## config.mk

```make
export PLATFORM = sky130hd
export DESIGN_NAME = rscb_ring
export DESIGN_NICKNAME = d
export VERILOG_FILES = /design/src/rtl/rscb_pkg.sv /design/src/rtl/rscb_gen.sv /design/src/rtl/rscb_ring.sv
export SDC_FILE = /design/constraint.sdc
export NUM_CORES = 1
export LEC_CHECK = 0
export BUFFER_PORTS_ARGS = -buffer_cell sky130_fd_sc_hd__buf_2
export CAP_MARGIN = 0
export CELL_PAD_IN_SITES_DETAIL_PLACEMENT = 1
export CELL_PAD_IN_SITES_GLOBAL_PLACEMENT = 1
export CORE_MARGIN = 10
export CORE_UTILIZATION = 40
export CTS_CLUSTER_SIZE = 8
export DETAILED_ROUTE_END_ITERATION = 7
export GPL_TIMING_DRIVEN = 1
export PLACE_DENSITY = 0.91
export SLEW_MARGIN = 0
export SYNTH_ARGS = -nofsm -noshare
export SYNTH_HDL_FRONTEND = slang
export SYNTH_HIERARCHICAL = 1
export SYNTH_SLANG_ARGS = --single-unit
```

## constraint.sdc

```tcl
create_clock -name hclk -period 3.3 [get_ports hclk]
set_clock_uncertainty 0.1 [all_clocks]
set_input_delay 0.165 -clock hclk [delete_from_list [all_inputs] [get_ports hclk]]
set_output_delay 0.165 -clock hclk [all_outputs]
set_load 0.02 [all_outputs]
```

## src/rtl/rscb_pkg.sv

```systemverilog
// Purpose: shared constants for the ring status, claim and beacon engine
// Assumes: one ring clock, symbols arrive and leave as pairs, one pair a clock
// Notes: register offsets are byte addresses on a 32-bit AHB-Lite bus
package rscb_pkg;
	localparam logic [2:0] SYM_DATA = 3'h0;
	localparam logic [2:0] SYM_R = 3'h1;
	localparam logic [2:0] SYM_S = 3'h2;
	localparam logic [2:0] SYM_T = 3'h3;
	localparam logic [2:0] SYM_I = 3'h4;
	localparam logic [2:0] SYM_OTHER = 3'h5;

	localparam logic [7:0] OFS_CTRL = 8'h00;
	localparam logic [7:0] OFS_FUNC = 8'h04;
	localparam logic [7:0] OFS_TREQ = 8'h08;
	localparam logic [7:0] OFS_TBT = 8'h0c;
	localparam logic [7:0] OFS_STATUS = 8'h10;

	localparam int CTRL_EXT_IND = 0;
	localparam int CTRL_INH_RECOV = 1;
	localparam int CTRL_INH_TOKEN = 2;
	localparam int FUNC_CLAIM = 0;
	localparam int FUNC_BEACON = 1;
	localparam logic [2:0] CTRL_RESET = 3'h0;
	localparam logic [31:0] TBT_RESET = 32'h0000_0000;

	localparam logic [1:0] KIND_CLAIM = 2'h0;
	localparam logic [1:0] KIND_BEACON = 2'h1;
	localparam logic [1:0] KIND_OTHER = 2'h2;
	localparam logic [1:0] CLS_MY = 2'h0;
	localparam logic [1:0] CLS_HIGHER = 2'h1;
	localparam logic [1:0] CLS_LOWER = 2'h2;
	localparam logic [1:0] CLS_OTHER = 2'h3;

	localparam logic [7:0] FC_CLAIM = 8'hc3;
	localparam logic [7:0] FC_BEACON = 8'hc2;
	localparam int INFO_BYTES = 4;

	// target rotation request: 20.48 us steps, at most 1.34 s
	localparam int TREQ_STEP_NS = 20480;
	localparam int TREQ_MAX_MS = 1340;
	// worked out in 64 bits, though the product, 1340000000, would also fit an int
	localparam int TREQ_MAX_STEPS = int'((longint'(TREQ_MAX_MS) * 1000000) / TREQ_STEP_NS);
	localparam int TREQ_W = $clog2(TREQ_MAX_STEPS + 1);
	localparam logic [TREQ_W-1:0] TREQ_RESET = '0;
endpackage

```

## src/rtl/rscb_gen.sv

```systemverilog
// Purpose: serialises an internally generated claim or beacon frame body
// Assumes: ready comes from the transmit path on the same clock
// Notes: frame is one FC byte then the information field, most significant first
`timescale 1ns/1ns
module rscb_gen
	import rscb_pkg::*;
#(
	parameter int NBYTES = INFO_BYTES
) (
	input wire logic hclk,
	input wire logic hresetn,
	input wire logic run,
	input wire logic ready,
	input wire logic [7:0] fc,
	input wire logic [8*NBYTES-1:0] info,
	output logic [7:0] byte_o,
	output logic valid_o,
	output logic last_o,
	output logic sent_one_o
);
	if (NBYTES < 1 || NBYTES > 8) begin : g_bad_nbytes
		$error("rscb_gen: NBYTES out of range");
	end

	localparam int IW = $clog2(NBYTES + 1);
	logic [IW-1:0] idx_r, idx_nxt;
	logic [7:0] byte_r, byte_nxt;
	logic valid_r, valid_nxt, last_r, last_nxt, sent_r, sent_nxt;

	always_comb begin
		idx_nxt = idx_r;
		byte_nxt = byte_r;
		valid_nxt = valid_r;
		last_nxt = last_r;
		// one pulse for every frame whose last byte is taken, also while pausing
		sent_nxt = valid_r && last_r && ready;
		if (!run) begin
			if (!valid_r || ready) begin
				valid_nxt = 1'b0;
				last_nxt = 1'b0;
				idx_nxt = '0;
			end
		end else if (!valid_r || ready) begin
			valid_nxt = 1'b1;
			if (idx_r == '0)
				byte_nxt = fc;
			else
				byte_nxt = info[8*(NBYTES-int'(idx_r)) +: 8];
			last_nxt = (idx_r == IW'(NBYTES));
			idx_nxt = (idx_r == IW'(NBYTES)) ? '0 : idx_r + 1'b1;
		end
	end

	always_ff @(posedge hclk or negedge hresetn) begin
		if (!hresetn) begin
			idx_r <= '0;
			byte_r <= 8'h00;
			valid_r <= 1'b0;
			last_r <= 1'b0;
			sent_r <= 1'b0;
		end else begin
			idx_r <= idx_nxt;
			byte_r <= byte_nxt;
			valid_r <= valid_nxt;
			last_r <= last_nxt;
			sent_r <= sent_nxt;
		end
	end

	assign byte_o = byte_r;
	assign valid_o = valid_r;
	assign last_o = last_r;
	assign sent_one_o = sent_r;
endmodule

```

## src/rtl/rscb_ring.sv

```systemverilog
// Purpose: frame status rewrite, claim and beacon recovery engine with AHB-Lite registers
// Assumes: symbol pairs, frame parser flags and timer events all on hclk
// Notes: hreadyout is always high, every access finishes in its first data cycle
// Function
// - first T arriving off boundary is sent as the sequence T S I I
// - error flag: local FCS failed or received E not R
// - address flag from internal match, or external input when option set
// - copy flag is copy_valid_in delayed one clock
// - external C input sampled one byte before the ending delimiter
// - next-station flag sampled together with the received A indicator
// - on next-station frames only the station setting A may set C
// - valid MAC frame clears ring operational unless it is an own claim that wins, picks state
// - claim classified My, Higher, Lower or Other by source match and bid
// - each received claim reported as claim with its subtype
// - claim frames sent continuously; host claim only after one internal
// - internal claim info field is the four-byte requested rotation time
// - requested rotation time in 20.48 us steps up to 1.34 s
// - recovery on late TRT expiry, TVX expiry, Lower claim or My beacon
// - inhibit option blocks recovery; force claim command always enters claim
// - higher claim in claim state goes to idle and repeats
// - lower claim in claim state keeps sending own claims
// - own claim returned wins; token issued and ring made operational
// - inhibit token release keeps a winner in claim state
// - beacon is My when source matches station address, else Other
// - beacon frames sent continuously; host beacon only after one internal
// - internal beacon info field carries the beacon type value
`timescale 1ns/1ns
module rscb_ring
	import rscb_pkg::*;
(
	input wire logic hclk,
	input wire logic hresetn,
	input wire logic hsel,
	input wire logic [31:0] haddr,
	input wire logic [1:0] htrans,
	input wire logic hwrite,
	input wire logic [2:0] hsize,
	input wire logic [31:0] hwdata,
	input wire logic hready,
	output logic [31:0] hrdata,
	output logic hreadyout,
	output logic hresp,
	input wire logic [2:0] rx_sym_a,
	input wire logic [2:0] rx_sym_b,
	output logic [2:0] tx_sym_a,
	output logic [2:0] tx_sym_b,
	input wire logic fcs_bad_in,
	input wire logic int_addr_recognized_in,
	input wire logic ext_addr_recognized_in,
	input wire logic copy_valid_in,
	input wire logic ext_c_in,
	input wire logic nsa_frame_in,
	input wire logic mac_frame_valid_in,
	input wire logic [1:0] mac_frame_kind_in,
	input wire logic sa_match_in,
	input wire logic [31:0] bid_in,
	input wire logic trt_expired_in,
	input wire logic late_flag_in,
	input wire logic tvx_expired_in,
	input wire logic imm_req_in,
	input wire logic imm_done_in,
	input wire logic tx_ready_in,
	output logic [7:0] gen_byte,
	output logic gen_valid,
	output logic gen_last,
	output logic imm_grant,
	output logic token_issue,
	output logic ring_operational,
	output logic rx_report_valid,
	output logic [1:0] rx_report_kind,
	output logic [1:0] rx_report_class
);
	typedef enum logic [1:0] {ST_IDLE, ST_CLAIM, ST_BEACON, ST_DATA} rscb_state_t;
	typedef enum logic [1:0] {IND_BODY, IND_AC, IND_FILL} rscb_ind_t;

	logic wr_pend_r, wr_pend_nxt;
	logic [7:0] wr_addr_r, wr_addr_nxt;
	logic [31:0] hrdata_r, hrdata_nxt, tbt_r, tbt_nxt;
	logic [2:0] ctrl_r, ctrl_nxt;
	logic [TREQ_W-1:0] treq_r, treq_nxt;
	logic force_claim_cmd, force_claim_nxt, force_beacon_r, force_beacon_nxt, addr_phase;
	logic [7:0] a_ofs;
	rscb_state_t st_r, st_nxt;
	logic [1:0] last_class_r, last_class_nxt;
	logic ring_op_r, ring_op_nxt, imm_act_r, imm_act_nxt, token_r, token_nxt, sent_ok_r, sent_ok_nxt;

	assign addr_phase = hsel && hready && htrans[1];
	assign a_ofs = haddr[7:0];

	always_comb begin
		wr_pend_nxt = addr_phase && hwrite;
		wr_addr_nxt = a_ofs;
		hrdata_nxt = 32'h0000_0000;
		ctrl_nxt = ctrl_r;
		treq_nxt = treq_r;
		tbt_nxt = tbt_r;
		force_claim_nxt = 1'b0;
		force_beacon_nxt = 1'b0;
		if (addr_phase && !hwrite) begin
			case (a_ofs)
				OFS_CTRL: hrdata_nxt = {29'h0, ctrl_r};
				OFS_TREQ: hrdata_nxt = 32'(treq_r);
				OFS_TBT: hrdata_nxt = tbt_r;
				OFS_STATUS: hrdata_nxt = {25'h0, imm_act_r, last_class_r, ring_op_r, 1'b0, st_r};
				default: hrdata_nxt = 32'h0000_0000;
			endcase
		end
		if (wr_pend_r) begin
			case (wr_addr_r)
				OFS_CTRL: ctrl_nxt = hwdata[2:0];
				OFS_FUNC: begin
					force_claim_nxt = hwdata[FUNC_CLAIM];
					force_beacon_nxt = hwdata[FUNC_BEACON];
				end
				OFS_TREQ: treq_nxt = hwdata[TREQ_W-1:0];
				OFS_TBT: tbt_nxt = hwdata;
				default: ;
			endcase
		end
	end

	always_ff @(posedge hclk or negedge hresetn) begin
		if (!hresetn) begin
			wr_pend_r <= 1'b0;
			wr_addr_r <= 8'h00;
			hrdata_r <= 32'h0000_0000;
			ctrl_r <= CTRL_RESET;
			treq_r <= TREQ_RESET;
			tbt_r <= TBT_RESET;
			force_claim_cmd <= 1'b0;
			force_beacon_r <= 1'b0;
		end else begin
			wr_pend_r <= wr_pend_nxt;
			wr_addr_r <= wr_addr_nxt;
			hrdata_r <= hrdata_nxt;
			ctrl_r <= ctrl_nxt;
			treq_r <= treq_nxt;
			tbt_r <= tbt_nxt;
			force_claim_cmd <= force_claim_nxt;
			force_beacon_r <= force_beacon_nxt;
		end
	end

	assign hrdata = hrdata_r;
	assign hreadyout = 1'b1;
	assign hresp = 1'b0;

	logic ext_ind_option, inhibit_recovery_option, inhibit_token_option;
	assign ext_ind_option = ctrl_r[CTRL_EXT_IND];
	assign inhibit_recovery_option = ctrl_r[CTRL_INH_RECOV];
	assign inhibit_token_option = ctrl_r[CTRL_INH_TOKEN];

	rscb_ind_t ind_r, ind_nxt;
	logic prev_data_r, prev_data_nxt, copy_d_r, copy_d_nxt, ext_c_r, ext_c_nxt;
	logic eflag_r, eflag_nxt, aflag_r, aflag_nxt, copy_r, copy_nxt;
	logic [2:0] txa_r, txa_nxt, txb_r, txb_nxt;
	logic aflag_now, nsa_now, c_set;

	assign aflag_now = ext_ind_option ? ext_addr_recognized_in : int_addr_recognized_in;

	always_comb begin
		ind_nxt = ind_r;
		eflag_nxt = eflag_r;
		aflag_nxt = aflag_r;
		copy_nxt = copy_r;
		txa_nxt = rx_sym_a;
		txb_nxt = rx_sym_b;
		copy_d_nxt = copy_valid_in;
		ext_c_nxt = ext_c_in;
		prev_data_nxt = (rx_sym_a == SYM_DATA) && (rx_sym_b == SYM_DATA);
		nsa_now = nsa_frame_in;
		c_set = 1'b0;
		case (ind_r)
			IND_BODY: begin
				if (prev_data_r && rx_sym_a == SYM_T) begin
					// aligned ending delimiter, E rides in the second half
					eflag_nxt = fcs_bad_in || (rx_sym_b != SYM_R);
					aflag_nxt = aflag_now;
					copy_nxt = copy_d_r || ext_c_r;
					txb_nxt = (fcs_bad_in || rx_sym_b != SYM_R) ? SYM_S : SYM_R;
					ind_nxt = IND_AC;
				end else if (prev_data_r && rx_sym_a == SYM_DATA && rx_sym_b == SYM_T) begin
					txa_nxt = SYM_T;
					txb_nxt = SYM_S;
					ind_nxt = IND_FILL;
				end
			end
			IND_AC: begin
				ind_nxt = IND_BODY;
				if (!eflag_r) begin
					if (rx_sym_a == SYM_R) begin
						txa_nxt = aflag_r ? SYM_S : SYM_R;
						if (aflag_r)
							txb_nxt = copy_r ? SYM_S : SYM_R;
					end else if (rx_sym_a == SYM_S && aflag_r) begin
						// someone else set A on a next-station frame: leave C alone
						c_set = copy_r && !nsa_now;
						txb_nxt = (c_set || rx_sym_b == SYM_S) ? SYM_S : SYM_R;
					end
				end
			end
			IND_FILL: begin
				txa_nxt = SYM_I;
				txb_nxt = SYM_I;
				ind_nxt = IND_BODY;
			end
			default: ind_nxt = IND_BODY;
		endcase
	end

	always_ff @(posedge hclk or negedge hresetn) begin
		if (!hresetn) begin
			ind_r <= IND_BODY;
			prev_data_r <= 1'b0;
			copy_d_r <= 1'b0;
			ext_c_r <= 1'b0;
			eflag_r <= 1'b0;
			aflag_r <= 1'b0;
			copy_r <= 1'b0;
			txa_r <= SYM_I;
			txb_r <= SYM_I;
		end else begin
			ind_r <= ind_nxt;
			prev_data_r <= prev_data_nxt;
			copy_d_r <= copy_d_nxt;
			ext_c_r <= ext_c_nxt;
			eflag_r <= eflag_nxt;
			aflag_r <= aflag_nxt;
			copy_r <= copy_nxt;
			txa_r <= txa_nxt;
			txb_r <= txb_nxt;
		end
	end

	assign tx_sym_a = txa_r;
	assign tx_sym_b = txb_r;

	logic [31:0] treq_bid;
	logic is_claim, is_beacon, is_other, my_claim, higher_claim, lower_claim, my_beacon, other_beacon;
	logic recovery, gen_run, gen_sent, frame_out, rep_valid_r, rep_valid_nxt;
	logic [1:0] rep_kind_r, rep_kind_nxt, cls;

	assign treq_bid = 32'(treq_r);
	assign is_claim = mac_frame_valid_in && mac_frame_kind_in == KIND_CLAIM;
	assign is_beacon = mac_frame_valid_in && mac_frame_kind_in == KIND_BEACON;
	assign is_other = mac_frame_valid_in && mac_frame_kind_in == KIND_OTHER;
	assign my_claim = is_claim && sa_match_in && bid_in == treq_bid;
	assign higher_claim = is_claim && !sa_match_in && bid_in > treq_bid;
	assign lower_claim = is_claim && !sa_match_in && bid_in < treq_bid;
	assign my_beacon = is_beacon && sa_match_in;
	assign other_beacon = is_beacon && !sa_match_in;
	assign recovery = ((trt_expired_in && late_flag_in) || tvx_expired_in || lower_claim || my_beacon)
		&& !inhibit_recovery_option;

	always_comb begin
		if (is_claim)
			cls = my_claim ? CLS_MY : (higher_claim ? CLS_HIGHER : (lower_claim ? CLS_LOWER : CLS_OTHER));
		else if (is_beacon)
			cls = my_beacon ? CLS_MY : CLS_OTHER;
		else
			cls = CLS_OTHER;
	end

	always_comb begin
		st_nxt = st_r;
		ring_op_nxt = ring_op_r;
		token_nxt = 1'b0;
		rep_valid_nxt = mac_frame_valid_in;
		rep_kind_nxt = mac_frame_valid_in ? mac_frame_kind_in : rep_kind_r;
		last_class_nxt = mac_frame_valid_in ? cls : last_class_r;
		if (mac_frame_valid_in)
			ring_op_nxt = 1'b0;
		case (st_r)
			ST_CLAIM: begin
				if (higher_claim || is_other || other_beacon)
					st_nxt = ST_IDLE;
				else if (my_claim && !inhibit_token_option) begin
					st_nxt = ST_DATA;
					ring_op_nxt = 1'b1;
					token_nxt = 1'b1;
				end else if (trt_expired_in)
					st_nxt = ST_BEACON;
				// lower or own claim under inhibit: keep claiming
			end
			ST_BEACON: begin
				if (other_beacon)
					st_nxt = ST_IDLE;
				else if (my_beacon)
					st_nxt = ST_CLAIM;
			end
			default: begin
				if (is_beacon)
					st_nxt = ST_IDLE;
				if (recovery)
					st_nxt = ST_CLAIM;
			end
		endcase
		if (force_beacon_r)
			st_nxt = ST_BEACON;
		if (force_claim_cmd) begin
			st_nxt = ST_CLAIM;
			ring_op_nxt = 1'b0;
		end
	end

	// host frames wait for one internal frame, then take over at a frame boundary
	assign frame_out = sent_ok_r || gen_sent;
	always_comb begin
		imm_act_nxt = imm_act_r;
		// any change of state asks for a fresh internal frame
		sent_ok_nxt = frame_out && (st_nxt == st_r);
		if (st_r != ST_CLAIM && st_r != ST_BEACON)
			imm_act_nxt = 1'b0;
		else if (imm_act_r && imm_done_in)
			imm_act_nxt = 1'b0;
		else if (!imm_act_r && imm_req_in && frame_out && !gen_valid)
			imm_act_nxt = 1'b1;
	end

	always_ff @(posedge hclk or negedge hresetn) begin
		if (!hresetn) begin
			st_r <= ST_IDLE;
			ring_op_r <= 1'b0;
			token_r <= 1'b0;
			rep_valid_r <= 1'b0;
			rep_kind_r <= KIND_CLAIM;
			last_class_r <= CLS_OTHER;
			imm_act_r <= 1'b0;
			sent_ok_r <= 1'b0;
		end else begin
			st_r <= st_nxt;
			ring_op_r <= ring_op_nxt;
			token_r <= token_nxt;
			rep_valid_r <= rep_valid_nxt;
			rep_kind_r <= rep_kind_nxt;
			last_class_r <= last_class_nxt;
			imm_act_r <= imm_act_nxt;
			sent_ok_r <= sent_ok_nxt;
		end
	end

	// generator pauses at a frame boundary once a host frame is pending
	assign gen_run = (st_r == ST_CLAIM || st_r == ST_BEACON) && !imm_act_r
		&& !(imm_req_in && (gen_valid ? gen_last : frame_out));

	rscb_gen #(
		.NBYTES(INFO_BYTES)
	) u_gen (
		.hclk(hclk),
		.hresetn(hresetn),
		.run(gen_run),
		.ready(tx_ready_in),
		.fc(st_r == ST_BEACON ? FC_BEACON : FC_CLAIM),
		.info(st_r == ST_BEACON ? tbt_r : treq_bid),
		.byte_o(gen_byte),
		.valid_o(gen_valid),
		.last_o(gen_last),
		.sent_one_o(gen_sent)
	);

	assign imm_grant = imm_act_r;
	assign token_issue = token_r;
	assign ring_operational = ring_op_r;
	assign rx_report_valid = rep_valid_r;
	assign rx_report_kind = rep_kind_r;
	assign rx_report_class = last_class_r;
endmodule

```

==> results by group, run 1 <==
Routing
  – Vias/cell: 5.42
  – Starting DRT DRC Count: 415
  – Via count: a little under 6000
  – WL/cell: approximately 23 um
  – Final wirelength: 25.0 mm
  – Post-route DRC: 0
  – First-pass DRT Iterations: 5
  – Detail Route Antenna Nets: 0

Critical path
  – Critical Path RT: 3.51 ns
  – Startpoint types: register
  – R2R Setup Slk: 0.33 ns
  – Max incr delay on CP: 0.62 ns
  – Crit path max fanout: 4
  – Worst path slowest cell: or4_4
  – Crit path capture type: register
  – Cells on worst reg2reg path: 9
  – Worst reg2reg startpoint: treq_r[14]
  – Setup CP Type: reg -> reg
  – CP arrival: around 3.2 ns
  – R2r endpoint: sent_ok_r
  – Critical Path, Cell by Cell: inv_1 -> ha_1 -> nand4_2 -> or4_4 -> nor4_4 -> o21bai_4 -> o211ai_4 -> a2111oi_4 -> nor4_2

Finish
  – Area of the multi-input gates: 0.00302 mm^2
  – Layout area overhead: 32.7%
  – FILL cells: 1816
  – Storage element area: 0.00333 mm^2
  – Fin util: 53.7%
  – Layout cells sized above 1: 32.3%
  – Nets: 982

Place
  – Hpwl dp: between 15 and 20 mm
  – Number of buffers added on ports: 155
  – GPL Wtd Cong: 0.838

Yosys
  – Largest area contributor in the netlist: dfrtp_1
  – Synthesized cell area: between 0.006 and 0.007 mm^2
  – Synth Register Bits: 133
  – Ranking of synthesized cells by area: dfrtp_1 49%, mux2_2 9.5%, ha_1 4.1%, and2_1 3.4%, nand2_1 2.9%
  – Synth top area share: 48.6%
  – Fraction of registers with async set/reset: 100%
  – Yosys warning count: 6
  – Post-synth EDFFs: 0
  – Sequential area share after synthesis: 50.2%
  – Mapped Cells: 613
  – Yosys cell types: 67
  – Synthesized area per cell: 10.8 um^2
  – Ys flop type: dfrtp_1

Min path
  – Min-delay worst type: in -> reg
  – Hold Path Depth: 2
  – WHS Endpoint: rx_report_kind[0]
  – Min-delay src: mac_frame_kind_in[0]

Clocking
  – Total clock sinks: 133
  – Clk Latency, worst-skew pair: 0.44 ns
  – CTS Buf Count: 17
  – CTS Buffer Depth: 2
  – Number of post-CTS setup repair buffers: 0
  – CTS tree: done
  – Clock transition at the registers of the reported paths: 0.06 ns
  – Root Driver: clkbuf_16
  – H-tree depth: 4
  – Resized cells post-CTS: 0

Global routing
  – Wire length of the first global-routing pass: approximately 38 mm
  – Vias in the first global route: 6600
  – Antenna violations before repair: 5
  – Pin count of the biggest net entering global routing: 55
  – Total GRT Usage: 22.8%
  – GRT overflow: 0

Die
  – Number of top-level pins: 186
  – Die X: between 100 and 150 um
  – Initial core utilization: 40.5%
  – Chip Height: 149 um
  – Core area: 0.0164 mm^2
  – Die area: 0.0222 mm^2
  – Std cell rows: 47

Pwr
  – Leak pwr: 0.00425 uW
  – Worst IR drop on VDD: 0.267 mV
  – Power per cell area: 571 mW/mm^2

STA
  – Actual slew at the worst max-slew pin: 0.989 ns
  – RSZ-0062 raised after global routing: false
  – Fin. max-slew vios: 0
  – Final min period: between 2 and 3 ns
  – Slew Limit Headroom: 33.5%
  – Fin crit share: 90.0%
  – TNS Setup: 0 ns
  – Final hold violation count: 0
  – Final setup violation count: 0
  – Worst hold slack: 0.0372 ns
  – Max Freq: about 340 MHz

Run
  – Max_cap viols: 0

Outcome
  – Status: finished clean
==> power by group <==
part	switching, uW	internal, uW
logic	791	550
registers	125	1760
clock network	743	1060
==> state kept, by name, summed over array words and instances (netlist names), 2 cells and up <==
name,flops
rx_report_class,2
wr_addr_r,8
treq_r,16
tx_sym_b,3
tx_sym_a,3
tbt_r,32
ind_r,2
u_gen/byte_o,8
st_r,2
hrdata,32
rx_report_kind,2
u_gen/idx_r,3
ctrl_r,3
==> logic make-up (layout without fill, tap and decap cells) <==
group	Yosys count	count (layout)	synth area share, %
AOI/OAI and AO/OA	101	101	10.4
adders and majority gates	22	22	4.15
buffers and inverters	79	302	4.71
DFF	133	133	50.2
muxes	76	76	14.2
other	2	16	0.113
and+or+nand+nor	200	200	16.3
==> synth_stat cells (7+ instances only) <==
| cell type | count |
|---|---|
| inv_1 | 51 |
| o221ai_1 | 8 |
| mux2i_1 | 11 |
| o21ai_0 | 34 |
| dfrtp_1 | 129 |
| nand4_1 | 12 |
| nor3_1 | 8 |
| nand2b_1 | 7 |
| and2_1 | 36 |
| nor2_1 | 40 |
| ha_1 | 22 |
| mux2_2 | 56 |
| clkbuf_1 | 19 |
| a21oi_1 | 21 |
| nand2_1 | 52 |
| a22oi_1 | 7 |
| nor2b_1 | 7 |
| nand3_1 | 9 |
==> layout by cell type, fill, tap and decap left out, drive strengths merged, types with 4 or more instances in the layout <==
cell,instances
a21oi,22
a22oi,7
and2,36
buf,163
clkbuf,20
clkinv,7
conb,9
dfrtp,129
dfstp,4
diode,7
dlygate4sd3,58
ha,22
inv,51
mux2,57
mux2i,11
mux4,8
nand2,52
nand2b,7
nand3,10
nand4,13
nor2,40
nor2b,7
nor3,9
nor4,9
o21ai,36
o221ai,8
o31ai,4
==> routing by layer <==
metal	vias up	global-route usage, %	part of all wire (%)
li1	2595	-	-
met1	2901	24.6	38
met2	215	39.7	52
met3	85	6.58	5.5
met4	0	11.9	4.8
met5	-	0	0
==> final cells by class <==
cell class	instances	area share, %
inverters	51	2.17
multi-input cells	408	34.3
diodes	7	0.199
repair buffers	221	16.2
flip-flops and latches	133	37.8
clock inverters	10	0.952
clock buffers	20	5.18
well taps	220	3.12
==> metrics by stage <==
stage	power [uW]	area, um^2	setup WS [ns]	instances
5_1_grt	5260	8810	0.163	1069
2_1_floorplan	2690	6670	0.671	620
4_1_cts	4980	8790	0.307	1063
3_3_place_gp	3050	7670	0.485	975
3_5_place_dp	3130	7670	0.352	975
6_report	5030	8810	0.332	1070
==> worst max-delay path, delay by kind of cell, from the launching register on <==
family          cells  cell delay (ns)
flops               1             0.38
simple gates        4             1.24
fa+ha+maj           1             0.32
buf+inv             1             0.08
compound gates      3             0.72
==> worst max path at each step <==
stage	start	end	slack [ns]	cells past startpoint
2_1_floorplan	treq_r[15]	sent_ok_r	0.67	9
3_3_place_gp	treq_r[13]	sent_ok_r	0.49	9
3_5_place_dp	treq_r[15]	sent_ok_r	0.35	9
4_1_cts	treq_r[15]	sent_ok_r	0.31	9
5_1_grt	treq_r[11]	sent_ok_r	0.16	9
6_report	treq_r[14]	sent_ok_r	0.33	9
==> timing repair <==
action / in CTS / in global routing
endpoints found under the hold margin: 122 / 0
hold buffers: 58 / 0
endpoints found under the setup margin: 0 / 0
No activity file was read; power rests on OpenSTA's default activity.
==> inputs of run 2 (changes only) <==
Settings changed: CORE_MARGIN 10 to 1.5.
==> results by group, run 2 (same netlist as run 1, synthesis figures left out) <==
Routing
  – First-pass DRT Iterations: 5 (unchanged)
  – Final wirelength: 23.3 mm (-6.9%)
  – Starting DRT DRC Count: 347 (-16%)
  – WL/cell: 21.9 um (-6.1%)
  – Vias/cell: 5.39 (-0.44%)
  – Post-route DRC: 0 (unchanged)
  – Detail Route Antenna Nets: 0 (unchanged)
  – Via count: 5722 (-1.3%)

STA
  – Worst hold slack: 0.0625 ns (+0.0253 ns)
  – Final min period: 3.12 ns (+0.156 ns)
  – RSZ-0062 raised after global routing: false
  – Slew Limit Headroom: 47.2% (+14 points)
  – Final hold violation count: 0 (unchanged)
  – Final worst slack: 0.175 ns (-0.156 ns)
  – Fin crit share: 94.7% (+4.7 points)
  – Max Freq: 320 MHz (-5.0%)
  – TNS Setup: 0 ns (unchanged)
  – Fin. max-slew vios: 0 (unchanged)
  – Final setup violation count: 0 (unchanged)
  – Actual slew at the worst max-slew pin: 0.792 ns (-0.197 ns)

Place
  – Hpwl dp: 14.5 mm (-11%)
  – GPL Wtd Cong: 0.867 (+3.4%)
  – Number of buffers added on ports: 155 (unchanged)
  – Place WS: 0.352 ns (-0.000185 ns)

Clocking
  – CTS Buf Count: 17 (unchanged)
  – Clock transition at the registers of the reported paths: 0.06 ns (about the same)
  – CTS tree: done
  – Number of post-CTS setup repair buffers: 0 (unchanged)
  – Clk Latency, worst-skew pair: 0.43 ns (about the same)
  – CTS Buffer Depth: 2 (unchanged)
  – H-tree depth: 4 (unchanged)
  – Root Driver: clkbuf_16
  – Total clock sinks: 133 (unchanged)

Critical path
  – Critical Path, Cell by Cell: inv_1 -> ha_1 -> nand4_2 -> or4_4 -> nor3_1 -> or2_2 -> o21ai_1 -> o41ai_1 -> nor4_2
  – Setup CP Type: reg -> reg
  – Crit path capture type: register
  – Worst Path Buf+Inv: 1 (unchanged)
  – Max incr delay on CP: 0.63 ns (about the same)
  – Critical Path RT: 3.50 ns (about the same)
  – Crit path max fanout: 3 (-1)
  – Worst path slowest cell: or4_4
  – CP delay by family, top: simple AND/OR/NAND/NOR gates
  – CP arrival: 3.32 ns (+0.14 ns)
  – Startpoint types: register

Die
  – Core area: 0.0161 mm^2 (-2.1%)
  – Die area: 0.0174 mm^2 (-22%)
  – Die X: 132 um (-11%)
  – Chip Height: 132 um (-11%)
  – Initial core utilization: 41.3% (+0.88 points)
  – Std cell rows: 46 (-2.1%)
  – Number of top-level pins: 186 (unchanged)

Global routing
  – Vias in the first global route: 6333 (-4.0%)
  – Wire length of the first global-routing pass: 36.3 mm (-5.6%)
  – Pin count of the biggest net entering global routing: 83 (+51%)
  – Total GRT Usage: 27.7% (+4.9 points)
  – GRT overflow: 0 (unchanged)
  – Antenna violations before repair: 3 (-2)

Finish
  – Commonest non-fill, non-tap cell in the layout: buf_2
  – Nets: 980 (-0.20%)
  – FILL cells: 1755 (-3.4%)
  – Commonest non-fill, non-tap cells in the layout: 154 x buf_2, 129 x dfrtp_1, 58 x dlygate4sd3_1
  – Layout area overhead: 33.2%
  – Layout cells sized above 1: 32.2% (-0.080 points)
  – Storage element area: 0.00333 mm^2 (unchanged)
  – Area of the multi-input gates: 0.00302 mm^2 (about the same)

Run
  – Max_cap viols: 0 (unchanged)

Outcome
  – Status: finished clean

Pwr
  – Leak pwr: 0.00427 uW (+0.42%)
  – Power per cell area: 587 mW/mm^2 (+2.9%)
  – Worst IR drop on VDD: 0.361 mV (+35%)

Min path
  – Min-delay worst type: in -> reg
[run 2: cell types whose count changed in the layout (fill, tap and decap cells not counted), moves of 2 or more]
cell	before	now
buf_4	8	5
bufinv_16	1	3
clkinv_2	6	4
diode_2	7	3
[run 2: final timing paths]
kind	depth (start not counted)	slack [ns]	startpoint	to
setup / recovery	9	0.18	treq_r[13]	sent_ok_r
hold / removal	2	0.06	mac_frame_kind_in[0]	rx_report_kind[0]
setup reg to reg	9	0.18	treq_r[13]	sent_ok_r
hold reg to reg	2	0.38	aflag_r	aflag_r
max in group asynchronous	3	1.99	hresetn	tx_sym_b[2]
min in group asynchronous	2	0.27	hresetn	hrdata[22]
[run 2: cell type report]
cell class	count	share of cell area, %
Inverter	51	2.16
Clock buffer	22	5.36
Clock inverter	9	1.43
Timing Repair Buffer	219	16.1
Antenna cell	3	0.0849
Multi-Input combinational cell	408	34.2
Sequential cell	133	37.7
Tap cell	216	3.06
[run 2: metrics by stage]
step	instances	instance area [um^2]	power [uW]	util, %
final	1061	8840	5190	55.1
after global placement	969	7650	3040	47.7
after floorplan	620	6670	2690	-
after detailed placement	969	7650	3110	47.7
after global routing	1061	8840	5410	55.1
after CTS	1058	8830	5160	55.0
[run 2: layer usage]
layer | track usage (%) | share of wire, %
met1 | 32.5 | 41
met2 | 47.0 | 50
met3 | 5.73 | 4.3
met4 | 16.2 | 4.8
met5 | 0 | 0
[run 2: what timing repair did]
action | CTS | global route
gates resized for setup | 0 | 1
hold buffers | 58 | 0
endpoints found under the setup margin | 0 | 1
hold endpoints to repair | 160 | 0
[run 2: power breakdown]
| part | switching (uW) | total (uW) | leakage [uW] | internal (uW) |
|---|---|---|---|---|
| registers | 106 | 1870 | 0.00167 | 1760 |
| logic | 786 | 1330 | 0.00230 | 549 |
| clock network | 754 | 1990 | 0.000296 | 1240 |
| total | 1650 | 5190 | 0.00427 | 3550 |
